File: src/alarm_params.svh
// alarm_params.svh: constants shared by the dual alarm comparator.
// assumes a 100 MHz system clock and BCD-coded rate and total values.
`ifndef ALARM_PARAMS_SVH
`define ALARM_PARAMS_SVH

`define CLK_PERIOD_NS     10
`define SAMPLE_PERIOD_MS  500
`define SAMPLE_CYCLES     ((`SAMPLE_PERIOD_MS * 1000000) / `CLK_PERIOD_NS)
`define SECOND_SAMPLES    2
`define IDLE_TIMEOUT_S    10
`define DELAY_MAX_S       3600
`define RATE_DIGITS       6
`define TOTAL_DIGITS      8
`define CODE_DIGITS       4
`define DIGIT_MAX         4'h9
`define FLASH_SAMPLES     1
`define DEF_SETPOINT      32'h00000000
`define DEF_BAND          24'h000000
`define DEF_WAIT          16'h0000
`define DEF_SILENCE       16'h0000
`define DEF_CODE          16'h0000

`endif

File: src/alarm_pkg.sv
// alarm_pkg.sv: types for the dual alarm comparator.
// assumes alarm_params.svh is available on the include path.
package alarm_pkg;
    typedef enum logic [2:0] {
        MENU_DISPLAY,
        MENU_CODE_PROMPT,
        MENU_CODE_EDIT,
        MENU_SP_PROMPT,
        MENU_SP_EDIT
    } menu_state_t;

    typedef enum logic [1:0] {
        CH_IDLE,
        CH_WAIT,
        CH_ACTIVE,
        CH_SILENCED
    } chan_state_t;
endpackage

File: src/alarm_channel.sv
// alarm_channel.sv: one alarm channel, comparison, hysteresis, delay and silence.
// assumes values are BCD, sampled on tick_in (twice a second), sec_in once a second.
`include "alarm_params.svh"
`timescale 1ns/100ps
`default_nettype none

module alarm_channel (
    // clock and reset
    input  wire logic        clk_in,
    input  wire logic        rst_in,
    // timing
    input  wire logic        tick_in,
    input  wire logic        sec_in,
    // value and configuration
    input  wire logic [31:0] value_in,
    input  wire logic        enable_in,
    input  wire logic        src_total_in,
    input  wire logic [31:0] setpoint_in,
    input  wire logic        high_in,
    input  wire logic        norm_closed_in,
    input  wire logic [23:0] band_in,
    input  wire logic [15:0] wait_in,
    input  wire logic [15:0] silence_in,
    input  wire logic        accept_in,
    // results
    output logic             cond_out,
    output logic             switch_out,
    output logic             lamp_on_out,
    output logic             lamp_blink_out,
    output logic             active_out
);
    alarm_pkg::chan_state_t state_reg;
    logic                   cond_reg;
    logic [15:0]            count_reg;
    logic [31:0]            band_w;
    logic [31:0]            trip_hi;
    logic [31:0]            rel_hi;
    logic                   cond_next;

    // BCD add/subtract is avoided by comparing binary of the BCD-coded digits
    function automatic logic [31:0] to_bin(input logic [31:0] b);
        logic [31:0] r;
        r = 32'h00000000;
        for (int i = 7; i >= 0; i--)
        begin
            r = (r * 32'd10) + {28'h0000000, b[i*4 +: 4]};
        end
        return r;
    endfunction

    assign band_w  = src_total_in ? 32'h00000000 : to_bin({8'h00, band_in});
    assign trip_hi = to_bin(setpoint_in);
    assign rel_hi  = to_bin(value_in);

    always_comb
    begin
        cond_next = cond_reg;
        if (high_in)
        begin
            if (rel_hi >= trip_hi)
                cond_next = 1'b1;
            else if (rel_hi + band_w < trip_hi)
                cond_next = 1'b0;
        end
        else
        begin
            if (rel_hi <= trip_hi)
                cond_next = 1'b1;
            else if (rel_hi > trip_hi + band_w)
                cond_next = 1'b0;
        end
    end

    always_ff @(posedge clk_in or posedge rst_in)
    begin
        if (rst_in)
            cond_reg <= 1'b0;
        else if (!enable_in)
            cond_reg <= 1'b0;
        else if (tick_in)
            cond_reg <= cond_next;
    end

    always_ff @(posedge clk_in or posedge rst_in)
    begin
        if (rst_in)
        begin
            state_reg <= alarm_pkg::CH_IDLE;
            count_reg <= `DEF_WAIT;
        end
        else if (!cond_reg)
        begin
            state_reg <= alarm_pkg::CH_IDLE;
            count_reg <= `DEF_WAIT;
        end
        else
        begin
            case (state_reg)
                alarm_pkg::CH_IDLE:
                begin
                    state_reg <= (wait_in == `DEF_WAIT) ? alarm_pkg::CH_ACTIVE
                                                         : alarm_pkg::CH_WAIT;
                    count_reg <= wait_in;
                end
                alarm_pkg::CH_WAIT:
                begin
                    if (sec_in)
                    begin
                        if (count_reg <= 16'h0001)
                            state_reg <= alarm_pkg::CH_ACTIVE;
                        count_reg <= count_reg - 16'h0001;
                    end
                end
                alarm_pkg::CH_ACTIVE:
                begin
                    if (accept_in && (silence_in != `DEF_SILENCE))
                    begin
                        state_reg <= alarm_pkg::CH_SILENCED;
                        count_reg <= silence_in;
                    end
                end
                alarm_pkg::CH_SILENCED:
                begin
                    if (sec_in)
                    begin
                        if (count_reg <= 16'h0001)
                            state_reg <= alarm_pkg::CH_ACTIVE;
                        count_reg <= count_reg - 16'h0001;
                    end
                end
                default:
                    state_reg <= alarm_pkg::CH_IDLE;
            endcase
        end
    end

    assign cond_out       = cond_reg;
    assign active_out     = (state_reg == alarm_pkg::CH_ACTIVE);
    assign switch_out     = active_out ^ norm_closed_in;
    assign lamp_on_out    = active_out;
    assign lamp_blink_out = (state_reg == alarm_pkg::CH_WAIT) ||
                            (state_reg == alarm_pkg::CH_SILENCED);
endmodule

`default_nettype wire

File: src/dual_alarm_comparator.sv
// dual_alarm_comparator.sv: two alarm channels plus the operator setpoint menu.
// assumes button inputs are single-cycle presses, synchronous to CLK_IN.
// How it works
// - two channels, each with its own full set of settings
// - enable switches a channel on or off, other settings kept
// - each channel picks rate or total as its source
// - changing the source resets the channel setpoint and disables it
// - rate setpoint six BCD digits, total setpoint eight BCD digits
// - alarm trips when value reaches the setpoint in the chosen direction
// - each channel independently high or low
// - polarity setting gives the resting switch state, alarm inverts it
// - hysteresis only used on rate alarms
// - high rate alarm holds until rate drops below setpoint minus band
// - per-channel activation delay in seconds, up to 3600, zero means none
// - annunciator flashes during delay, then steady with output on
// - P accepts alarms only when silence time is nonzero
// - accept silences output for silence time, annunciator flashes meanwhile
// - flash option alternates display with the channel identifier
// - setpoint menu from display by P and up together, code guarded
// - digit-wise edit: up/down change digit, P next, E stores
// - new access code active on return to display; zero code skips check
// - values sampled and compared twice a second
// - wrong code or ten idle seconds return to display
`include "alarm_params.svh"
`timescale 1ns/100ps
`default_nettype none

module dual_alarm_comparator (
    // clock and reset
    input  wire logic        CLK_IN,
    input  wire logic        SYS_RST_IN,
    // process values, BCD
    input  wire logic [23:0] RATE_VALUE_IN,
    input  wire logic [31:0] TOTAL_VALUE_IN,
    // configuration, per channel index 0 = first_alarm, 1 = second_alarm
    input  wire logic [1:0]  ENABLE_IN,
    input  wire logic [1:0]  ALARM_SOURCE_SELECT_IN,
    input  wire logic [1:0]  TRIP_DIRECTION_IN,
    input  wire logic [1:0]  NORM_CLOSED_IN,
    input  wire logic [1:0]  BLINK_ON_TRIP_IN,
    input  wire logic [47:0] RELEASE_BAND_IN,
    input  wire logic [31:0] ACTIVATION_WAIT_IN,
    input  wire logic [31:0] SILENCE_TIME_IN,
    input  wire logic [63:0] CFG_TRIP_VALUE_IN,
    input  wire logic [1:0]  CFG_TRIP_LOAD_IN,
    input  wire logic        DIRECT_SETPOINT_MENU_IN,
    input  wire logic [15:0] SETPOINT_ACCESS_CODE_IN,
    // front-panel buttons
    input  wire logic        BTN_P_IN,
    input  wire logic        BTN_E_IN,
    input  wire logic        BTN_UP_IN,
    input  wire logic        BTN_DOWN_IN,
    // alarm outputs and annunciators
    output logic [1:0]       SWITCH_CLOSED_OUT,
    output logic [1:0]       LAMP_ON_OUT,
    output logic [1:0]       LAMP_BLINK_OUT,
    output logic [1:0]       CHANNEL_ENABLED_OUT,
    // display control
    output logic [1:0]       SHOW_ALARM_ID_OUT,
    output logic [2:0]       MENU_STATE_OUT,
    output logic             MENU_CHANNEL_OUT,
    output logic [2:0]       EDIT_DIGIT_OUT,
    output logic [31:0]      EDIT_VALUE_OUT,
    output logic [63:0]      FIRST_ALARM_TRIP_VALUE_OUT
);
    logic [31:0]            tick_cnt_reg;
    logic                   tick;
    logic                   half_reg;
    logic                   sec;
    logic [1:0]             src_reg;
    logic [31:0]            sp_reg [2];
    logic [15:0]            code_reg;
    alarm_pkg::menu_state_t menu_reg;
    logic                   mch_reg;
    logic [2:0]             dig_reg;
    logic [31:0]            ed_reg;
    logic [4:0]             idle_reg;
    logic                   any_btn;
    logic                   in_menu;
    logic [1:0]             active_w;
    logic [1:0]             flash_reg;
    logic [3:0]             ndig;

    // half-second sampling tick; one-second strobe every second tick
    always_ff @(posedge CLK_IN or posedge SYS_RST_IN)
    begin
        if (SYS_RST_IN)
            tick_cnt_reg <= 32'h00000000;
        else if (tick)
            tick_cnt_reg <= 32'h00000000;
        else
            tick_cnt_reg <= tick_cnt_reg + 32'h00000001;
    end
    assign tick = (tick_cnt_reg == 32'(`SAMPLE_CYCLES - 1));

    always_ff @(posedge CLK_IN or posedge SYS_RST_IN)
    begin
        if (SYS_RST_IN)
            half_reg <= 1'b0;
        else if (tick)
            half_reg <= ~half_reg;
    end
    assign sec = tick & half_reg;

    // last source seen, so that a change shows up as a one-cycle mismatch
    always_ff @(posedge CLK_IN or posedge SYS_RST_IN)
    begin
        if (SYS_RST_IN)
            src_reg <= 2'h0;
        else
            src_reg <= ALARM_SOURCE_SELECT_IN;
    end
    // enable re-arms only on a fresh rising of the enable setting after a source change
    logic [1:0] en_prev_reg;
    always_ff @(posedge CLK_IN or posedge SYS_RST_IN)
    begin
        if (SYS_RST_IN)
            en_prev_reg <= 2'h0;
        else
            en_prev_reg <= ENABLE_IN;
    end
    logic [1:0] armed_reg;
    always_ff @(posedge CLK_IN or posedge SYS_RST_IN)
    begin
        if (SYS_RST_IN)
            armed_reg <= 2'h0;
        else
        begin
            for (int c = 0; c < 2; c++)
            begin
                if (ALARM_SOURCE_SELECT_IN[c] != src_reg[c])
                    armed_reg[c] <= 1'b0;
                else if (ENABLE_IN[c] && !en_prev_reg[c])
                    armed_reg[c] <= 1'b1;
                else if (!ENABLE_IN[c])
                    armed_reg[c] <= 1'b0;
            end
        end
    end

    // setpoint storage: configuration load or operator menu store
    always_ff @(posedge CLK_IN or posedge SYS_RST_IN)
    begin
        if (SYS_RST_IN)
        begin
            sp_reg[0] <= `DEF_SETPOINT;
            sp_reg[1] <= `DEF_SETPOINT;
        end
        else
        begin
            for (int c = 0; c < 2; c++)
            begin
                if (ALARM_SOURCE_SELECT_IN[c] != src_reg[c])
                    sp_reg[c] <= `DEF_SETPOINT;
                else if (CFG_TRIP_LOAD_IN[c])
                    sp_reg[c] <= ALARM_SOURCE_SELECT_IN[c] ? CFG_TRIP_VALUE_IN[c*32 +: 32]
                               : {8'h00, CFG_TRIP_VALUE_IN[c*32 +: 24]};
                else if (menu_reg == alarm_pkg::MENU_SP_EDIT && BTN_E_IN && mch_reg == c[0])
                    sp_reg[c] <= ed_reg;
            end
        end
    end

    // access code is latched only while in display mode
    always_ff @(posedge CLK_IN or posedge SYS_RST_IN)
    begin
        if (SYS_RST_IN)
            code_reg <= `DEF_CODE;
        else if (menu_reg == alarm_pkg::MENU_DISPLAY)
            code_reg <= SETPOINT_ACCESS_CODE_IN;
    end

    assign any_btn = BTN_P_IN | BTN_E_IN | BTN_UP_IN | BTN_DOWN_IN;
    assign in_menu = (menu_reg != alarm_pkg::MENU_DISPLAY);
    // one bit wider than the digit index so eight digits need no overflow trick
    assign ndig    = (menu_reg == alarm_pkg::MENU_CODE_EDIT) ? 4'(`CODE_DIGITS)
                   : (ALARM_SOURCE_SELECT_IN[mch_reg] ? 4'(`TOTAL_DIGITS)
                                                      : 4'(`RATE_DIGITS));

    always_ff @(posedge CLK_IN or posedge SYS_RST_IN)
    begin
        if (SYS_RST_IN)
            idle_reg <= 5'h00;
        else if (!in_menu || any_btn)
            idle_reg <= 5'h00;
        else if (tick)
            idle_reg <= idle_reg + 5'h01;
    end

    // operator setpoint menu
    always_ff @(posedge CLK_IN or posedge SYS_RST_IN)
    begin
        if (SYS_RST_IN)
        begin
            menu_reg <= alarm_pkg::MENU_DISPLAY;
            mch_reg  <= 1'b0;
            dig_reg  <= 3'h0;
            ed_reg   <= 32'h00000000;
        end
        else if (in_menu && idle_reg == 5'(`IDLE_TIMEOUT_S * `SECOND_SAMPLES))
            menu_reg <= alarm_pkg::MENU_DISPLAY;
        else
        begin
            case (menu_reg)
                alarm_pkg::MENU_DISPLAY:
                    if (DIRECT_SETPOINT_MENU_IN && BTN_P_IN && BTN_UP_IN)
                    begin
                        mch_reg  <= 1'b0;
                        menu_reg <= (code_reg == `DEF_CODE) ? alarm_pkg::MENU_SP_PROMPT
                                                            : alarm_pkg::MENU_CODE_PROMPT;
                    end
                alarm_pkg::MENU_CODE_PROMPT:
                    if (BTN_P_IN)
                    begin
                        menu_reg <= alarm_pkg::MENU_CODE_EDIT;
                        ed_reg   <= 32'h00000000;
                        dig_reg  <= 3'h0;
                    end
                alarm_pkg::MENU_CODE_EDIT, alarm_pkg::MENU_SP_EDIT:
                begin
                    if (BTN_E_IN)
                    begin
                        if (menu_reg == alarm_pkg::MENU_SP_EDIT)
                            menu_reg <= alarm_pkg::MENU_SP_PROMPT;
                        else if (ed_reg[15:0] == code_reg)
                            menu_reg <= alarm_pkg::MENU_SP_PROMPT;
                        else
                            menu_reg <= alarm_pkg::MENU_DISPLAY;
                    end
                    else if (BTN_P_IN)
                        dig_reg <= ({1'b0, dig_reg} + 4'h1 == ndig) ? 3'h0
                                                                    : dig_reg + 3'h1;
                    else if (BTN_UP_IN)
                        ed_reg[dig_reg*4 +: 4] <= (ed_reg[dig_reg*4 +: 4] == `DIGIT_MAX)
                            ? 4'h0 : ed_reg[dig_reg*4 +: 4] + 4'h1;
                    else if (BTN_DOWN_IN)
                        ed_reg[dig_reg*4 +: 4] <= (ed_reg[dig_reg*4 +: 4] == 4'h0)
                            ? `DIGIT_MAX : ed_reg[dig_reg*4 +: 4] - 4'h1;
                end
                alarm_pkg::MENU_SP_PROMPT:
                    if (BTN_UP_IN || BTN_DOWN_IN)
                        mch_reg <= ~mch_reg;
                    else if (BTN_P_IN)
                    begin
                        menu_reg <= alarm_pkg::MENU_SP_EDIT;
                        ed_reg   <= sp_reg[mch_reg];
                        dig_reg  <= 3'h0;
                    end
                    else if (BTN_E_IN)
                        menu_reg <= alarm_pkg::MENU_DISPLAY;
                default:
                    menu_reg <= alarm_pkg::MENU_DISPLAY;
            endcase
        end
    end

    // two identical channels
    for (genvar c = 0; c < 2; c++)
    begin : g_ch
        alarm_channel u_ch (
            .clk_in         (CLK_IN),
            .rst_in         (SYS_RST_IN),
            .tick_in        (tick),
            .sec_in         (sec),
            .value_in       (src_reg[c] ? TOTAL_VALUE_IN : {8'h00, RATE_VALUE_IN}),
            .enable_in      (armed_reg[c]),
            .src_total_in   (src_reg[c]),
            .setpoint_in    (sp_reg[c]),
            .high_in        (TRIP_DIRECTION_IN[c]),
            .norm_closed_in (NORM_CLOSED_IN[c]),
            .band_in        (RELEASE_BAND_IN[c*24 +: 24]),
            .wait_in        ((ACTIVATION_WAIT_IN[c*16 +: 16] > 16'(`DELAY_MAX_S))
                             ? 16'(`DELAY_MAX_S) : ACTIVATION_WAIT_IN[c*16 +: 16]),
            .silence_in     (SILENCE_TIME_IN[c*16 +: 16]),
            .accept_in      (BTN_P_IN && !in_menu),
            .cond_out       (),
            .switch_out     (SWITCH_CLOSED_OUT[c]),
            .lamp_on_out    (LAMP_ON_OUT[c]),
            .lamp_blink_out (LAMP_BLINK_OUT[c]),
            .active_out     (active_w[c])
        );
    end

    // display alternation toggles each sample period while output active
    always_ff @(posedge CLK_IN or posedge SYS_RST_IN)
    begin
        if (SYS_RST_IN)
            flash_reg <= 2'h0;
        else
            for (int c = 0; c < 2; c++)
                flash_reg[c] <= (active_w[c] && BLINK_ON_TRIP_IN[c])
                              ? (tick ? ~flash_reg[c] : flash_reg[c]) : 1'b0;
    end

    assign SHOW_ALARM_ID_OUT          = flash_reg;
    assign CHANNEL_ENABLED_OUT        = armed_reg;
    assign MENU_STATE_OUT             = menu_reg;
    assign MENU_CHANNEL_OUT           = mch_reg;
    assign EDIT_DIGIT_OUT             = dig_reg;
    assign EDIT_VALUE_OUT             = ed_reg;
    assign FIRST_ALARM_TRIP_VALUE_OUT = {sp_reg[1], sp_reg[0]};
endmodule

`default_nettype wire

File: config.mk
export PLATFORM = sky130hd
export DESIGN_NAME = dual_alarm_comparator
export DESIGN_NICKNAME = d
export VERILOG_FILES = /design/src/alarm_pkg.sv /design/src/alarm_channel.sv /design/src/dual_alarm_comparator.sv
export VERILOG_INCLUDE_DIRS = /design/src /design/src/src
export SDC_FILE = /design/constraint.sdc
export NUM_CORES = 2
export LEC_CHECK = 0
export BUFFER_PORTS_ARGS = -buffer_cell sky130_fd_sc_hd__buf_2
export CORE_UTILIZATION = 45
export CTS_CLUSTER_SIZE = 28
export DETAILED_ROUTE_END_ITERATION = 7
export PLACE_DENSITY = 0.73
export SLEW_MARGIN = 5
export SYNTH_ARGS = -nofsm -noshare
export SYNTH_HDL_FRONTEND = slang
export SYNTH_SLANG_ARGS = --single-unit
export TNS_END_PERCENT = 1
File: constraint.sdc
create_clock -name CLK_IN -period 42.7 [get_ports CLK_IN]
set_clock_uncertainty 0.05 [all_clocks]
set_input_delay 0 -clock CLK_IN [delete_from_list [all_inputs] [get_ports CLK_IN]]
set_output_delay 0 -clock CLK_IN [all_outputs]
set_load 0.02 [all_outputs]
==> run summary <==
Status = complete, but fails checks
Failing checks = DRC
Clk_lat worst skew = 0.59 ns
NumNets Final = 11,390
Area Overhead vs Synth = 9.386%
First-pass GRT wire length = 327.7 mm
Final setup viols = 0
Full die area = 158,600 um2
Crit path kind = flop to flop
Multi-input logic area = 62,770 um2
DR vias = 68,490
Layout Cells excl Fill = 11,560
CP Max Fanout = 21
HPWL Detailed = 168.3 mm
Aggregate routed wire length = 201.4 mm
Clock-pin slew on the worst setup and hold paths = 0.08 ns
Gr usage total = 0.2446
Slew headroom = 0.09173
RSZ-0062 raised after global routing = no
Crit-path slowest cell = or4b_2
CTS tree = built
Register Area = 5086 um2
Share of synthesized registers carrying an async set or reset = 1.000
Min-Delay Path Class = input port to flop
Crit-path most repeated cell = ha_1
CP Data Required Time = 43.14 ns
Register area share after synthesis = 0.07191
Worst path max stage delay = 0.70 ns
Clock Sinks = 203
Row cnt = 145
Worst setup startpoint = src_reg[0]$_DFF_PP0_
Post-synth top area share = 0.2786
Synth Warn # = 0
Starting Density = 0.4527
Filler cells = 15,030
Synth top cells by count = ha_1, xnor2_1, nor2_1, a21oi_1, inv_1
Port bufs = 379
Minimum clock period = 18.17 ns
Placed Area = 74,780 um2
Post-DR vias/cell = 5.925
Initial antenna violation count = 15
Synthesized cell area = 70,640 um2
Seq cells post-synth = 203
R2r setup slk = 24.53 ns
I/O pin cnt = 380
Count leader, synth = ha_1
Setup TNS = 0 ns
Count of pins over their slew limit = 0
Final worst path period share = 0.4255
Clk Tree Root Cell = clkbuf_16
Levels on crit path = 68
Fraction of layout cells with a size suffix above 1 = 0.06680
Mapped Cells = 9,024
H-tree levels = 1
Die H = 398.2 um
Reg-to-reg startpoint = src_reg[0]$_DFF_PP0_
Gpl congestion = 0.9698
Routed len/inst = 17.42 um
Fmax = 0.05504 GHz
DP Cell Count = 11,350
# DRC = 48
Worst Setup EP = g_ch[0].u_ch.cond_out$_DFFE_PP0P_
CP Capture Type = flop
Hold Vio Cnt, Final = 0
Synth Area per Inst = 7.828 um2
Synth top area cells = ha_1, xnor2_1, dfrtp_1
Cell taking the most area after synthesis = ha_1
Worst R2R Path Depth = 68
Max reg flops = 64
CP startpoint kind = flop
Starting DRC count in detailed routing = 4,981
Finished Cell Area = 77,270 um2
Max Root-Sink Buffers = 3
Worst Path Arrival = 18.61 ns
Synth unique cells = 98
Pin count of the biggest net entering global routing = 99
Routed Antenna Nets = 0
Crit path buf inv count = 1
Worst slew pin tran = 1.355 ns
DR pass1 iterations = 8
Cts bufs inserted = 25
Max cap viols = 0
Synth Flop Type = dfrtp_1
Number of synthesized flops with an enable pin = 0
Core area = 156,000 um2
Die width = 398.2 um
Reg-to-Reg End = g_ch[0].u_ch.cond_out$_DFFE_PP0P_
Total congestion overflow = 0
Vias in the first global route = 65,720
CP top delay family = simple AND/OR/NAND/NOR gates
==> worst min path at each step <==
| stage | startpoint | end | slack (ns) | cells past startpoint |
|---|---|---|---|---|
| 3_5_place_dp | ENABLE_IN[0] | en_prev_reg[0]$_DFF_PP0_ | 0.08 | 1 |
| 4_1_cts | ACTIVATION_WAIT_IN[11] | g_ch[0].u_ch.state_reg[1]$_DFFE_PP0P_ | 0.007 | 6 |
| 3_3_place_gp | ENABLE_IN[1] | en_prev_reg[1]$_DFF_PP0_ | 0.07 | 1 |
| 2_1_floorplan | ENABLE_IN[0] | en_prev_reg[0]$_DFF_PP0_ | -0.02 | 0 |
| 6_report | ENABLE_IN[1] | en_prev_reg[1]$_DFF_PP0_ | 0.04 | 2 |
| 5_1_grt | ENABLE_IN[1] | en_prev_reg[1]$_DFF_PP0_ | 0.04 | 2 |
==> worst register-to-register path, delay by kind of cell, from the launching register on <==
kind	cells	cell delay (ns)
buffers and inverters	1	0.15
XOR/XNOR	11	2.99
AND/OR/NAND/NOR	23	5.50
adder cells (fa/ha/maj)	15	4.94
AO/OA/AOI/OAI	18	3.85
flip-flops	1	0.59
==> cell type report <==
| type | instances | area share |
|---|---|---|
| multi-input cells | 8078 | 0.8124 |
| clock buffers | 31 | 0.008647 |
| flip-flops and latches | 203 | 0.06582 |
| diodes | 11 | 0.0003562 |
| clock inverters | 15 | 0.003012 |
| repair buffers | 556 | 0.04680 |
| inverters | 608 | 0.02963 |
| well taps | 2058 | 0.03333 |
==> placed cells by master, fill, tap and decap left out, types with 72 or more instances in the layout <==
cell type	n
nand2_1	530
xnor2_1	711
nor2_1	689
ha_1	1573
a21oi_1	638
nand2b_1	102
nand4_1	130
o21bai_1	81
and3_1	128
and2_1	79
inv_1	606
o21a_1	143
nor4_1	81
nand3_1	247
o21ai_0	402
or3_1	78
a31oi_1	72
nor3b_1	84
buf_2	379
fa_1	76
dfrtp_1	200
mux2i_1	86
dlygate4sd3_1	156
nor2b_1	151
xor2_1	480
a21o_1	300
nor3_1	239
==> stage by stage <==
step / worst slack [ns] / utilization / hold WS (ns)
6_report: 24.53 / 0.4952 / 0.03880
5_1_grt: 23.22 / 0.4951 / 0.03780
3_3_place_gp: 25.21 / 0.4793 / 0.07443
4_1_cts: 24.67 / 0.4951 / 0.007499
2_1_floorplan: 26.87 / - / -0.01857
3_5_place_dp: 24.82 / 0.4793 / 0.07936
==> kinds of logic (layout without fill, tap and decap cells) <==
kind of cell               after synthesis  after routing  share of synthesized area
adders and majority gates             1653           1653                     0.3007
DFF                                    203            203                    0.07191
xor gates and xnor gates              1197           1197                     0.1491
muxes                                  161            161                    0.02542
and+or+nand+nor                       2764           2764                     0.2002
AOI/OAI and AO/OA                     2275           2275                     0.2111
buffers and inverters                  770           1210                    0.04143
other                                    1             39                 0.00005309
==> layer usage <==
layer	wire length [um]	vias to the layer above	track usage
met4	5688	8	0.06486
met5	50	-	0.003329
met1	93510	32110	0.3317
li1	-	33950	-
met2	89620	2003	0.4036
met3	12510	427	0.03248
==> timing repair <==
action / CTS / global route
hold buffers: 156 / 0
hold endpoints to repair: 233 / 0
setup buffers: 0 / 0
resized for setup: 0 / 0
Power is left out: the tool's default activity adds up to more than one toggle a clock period on the data nets, which glitch-free logic cannot reach.
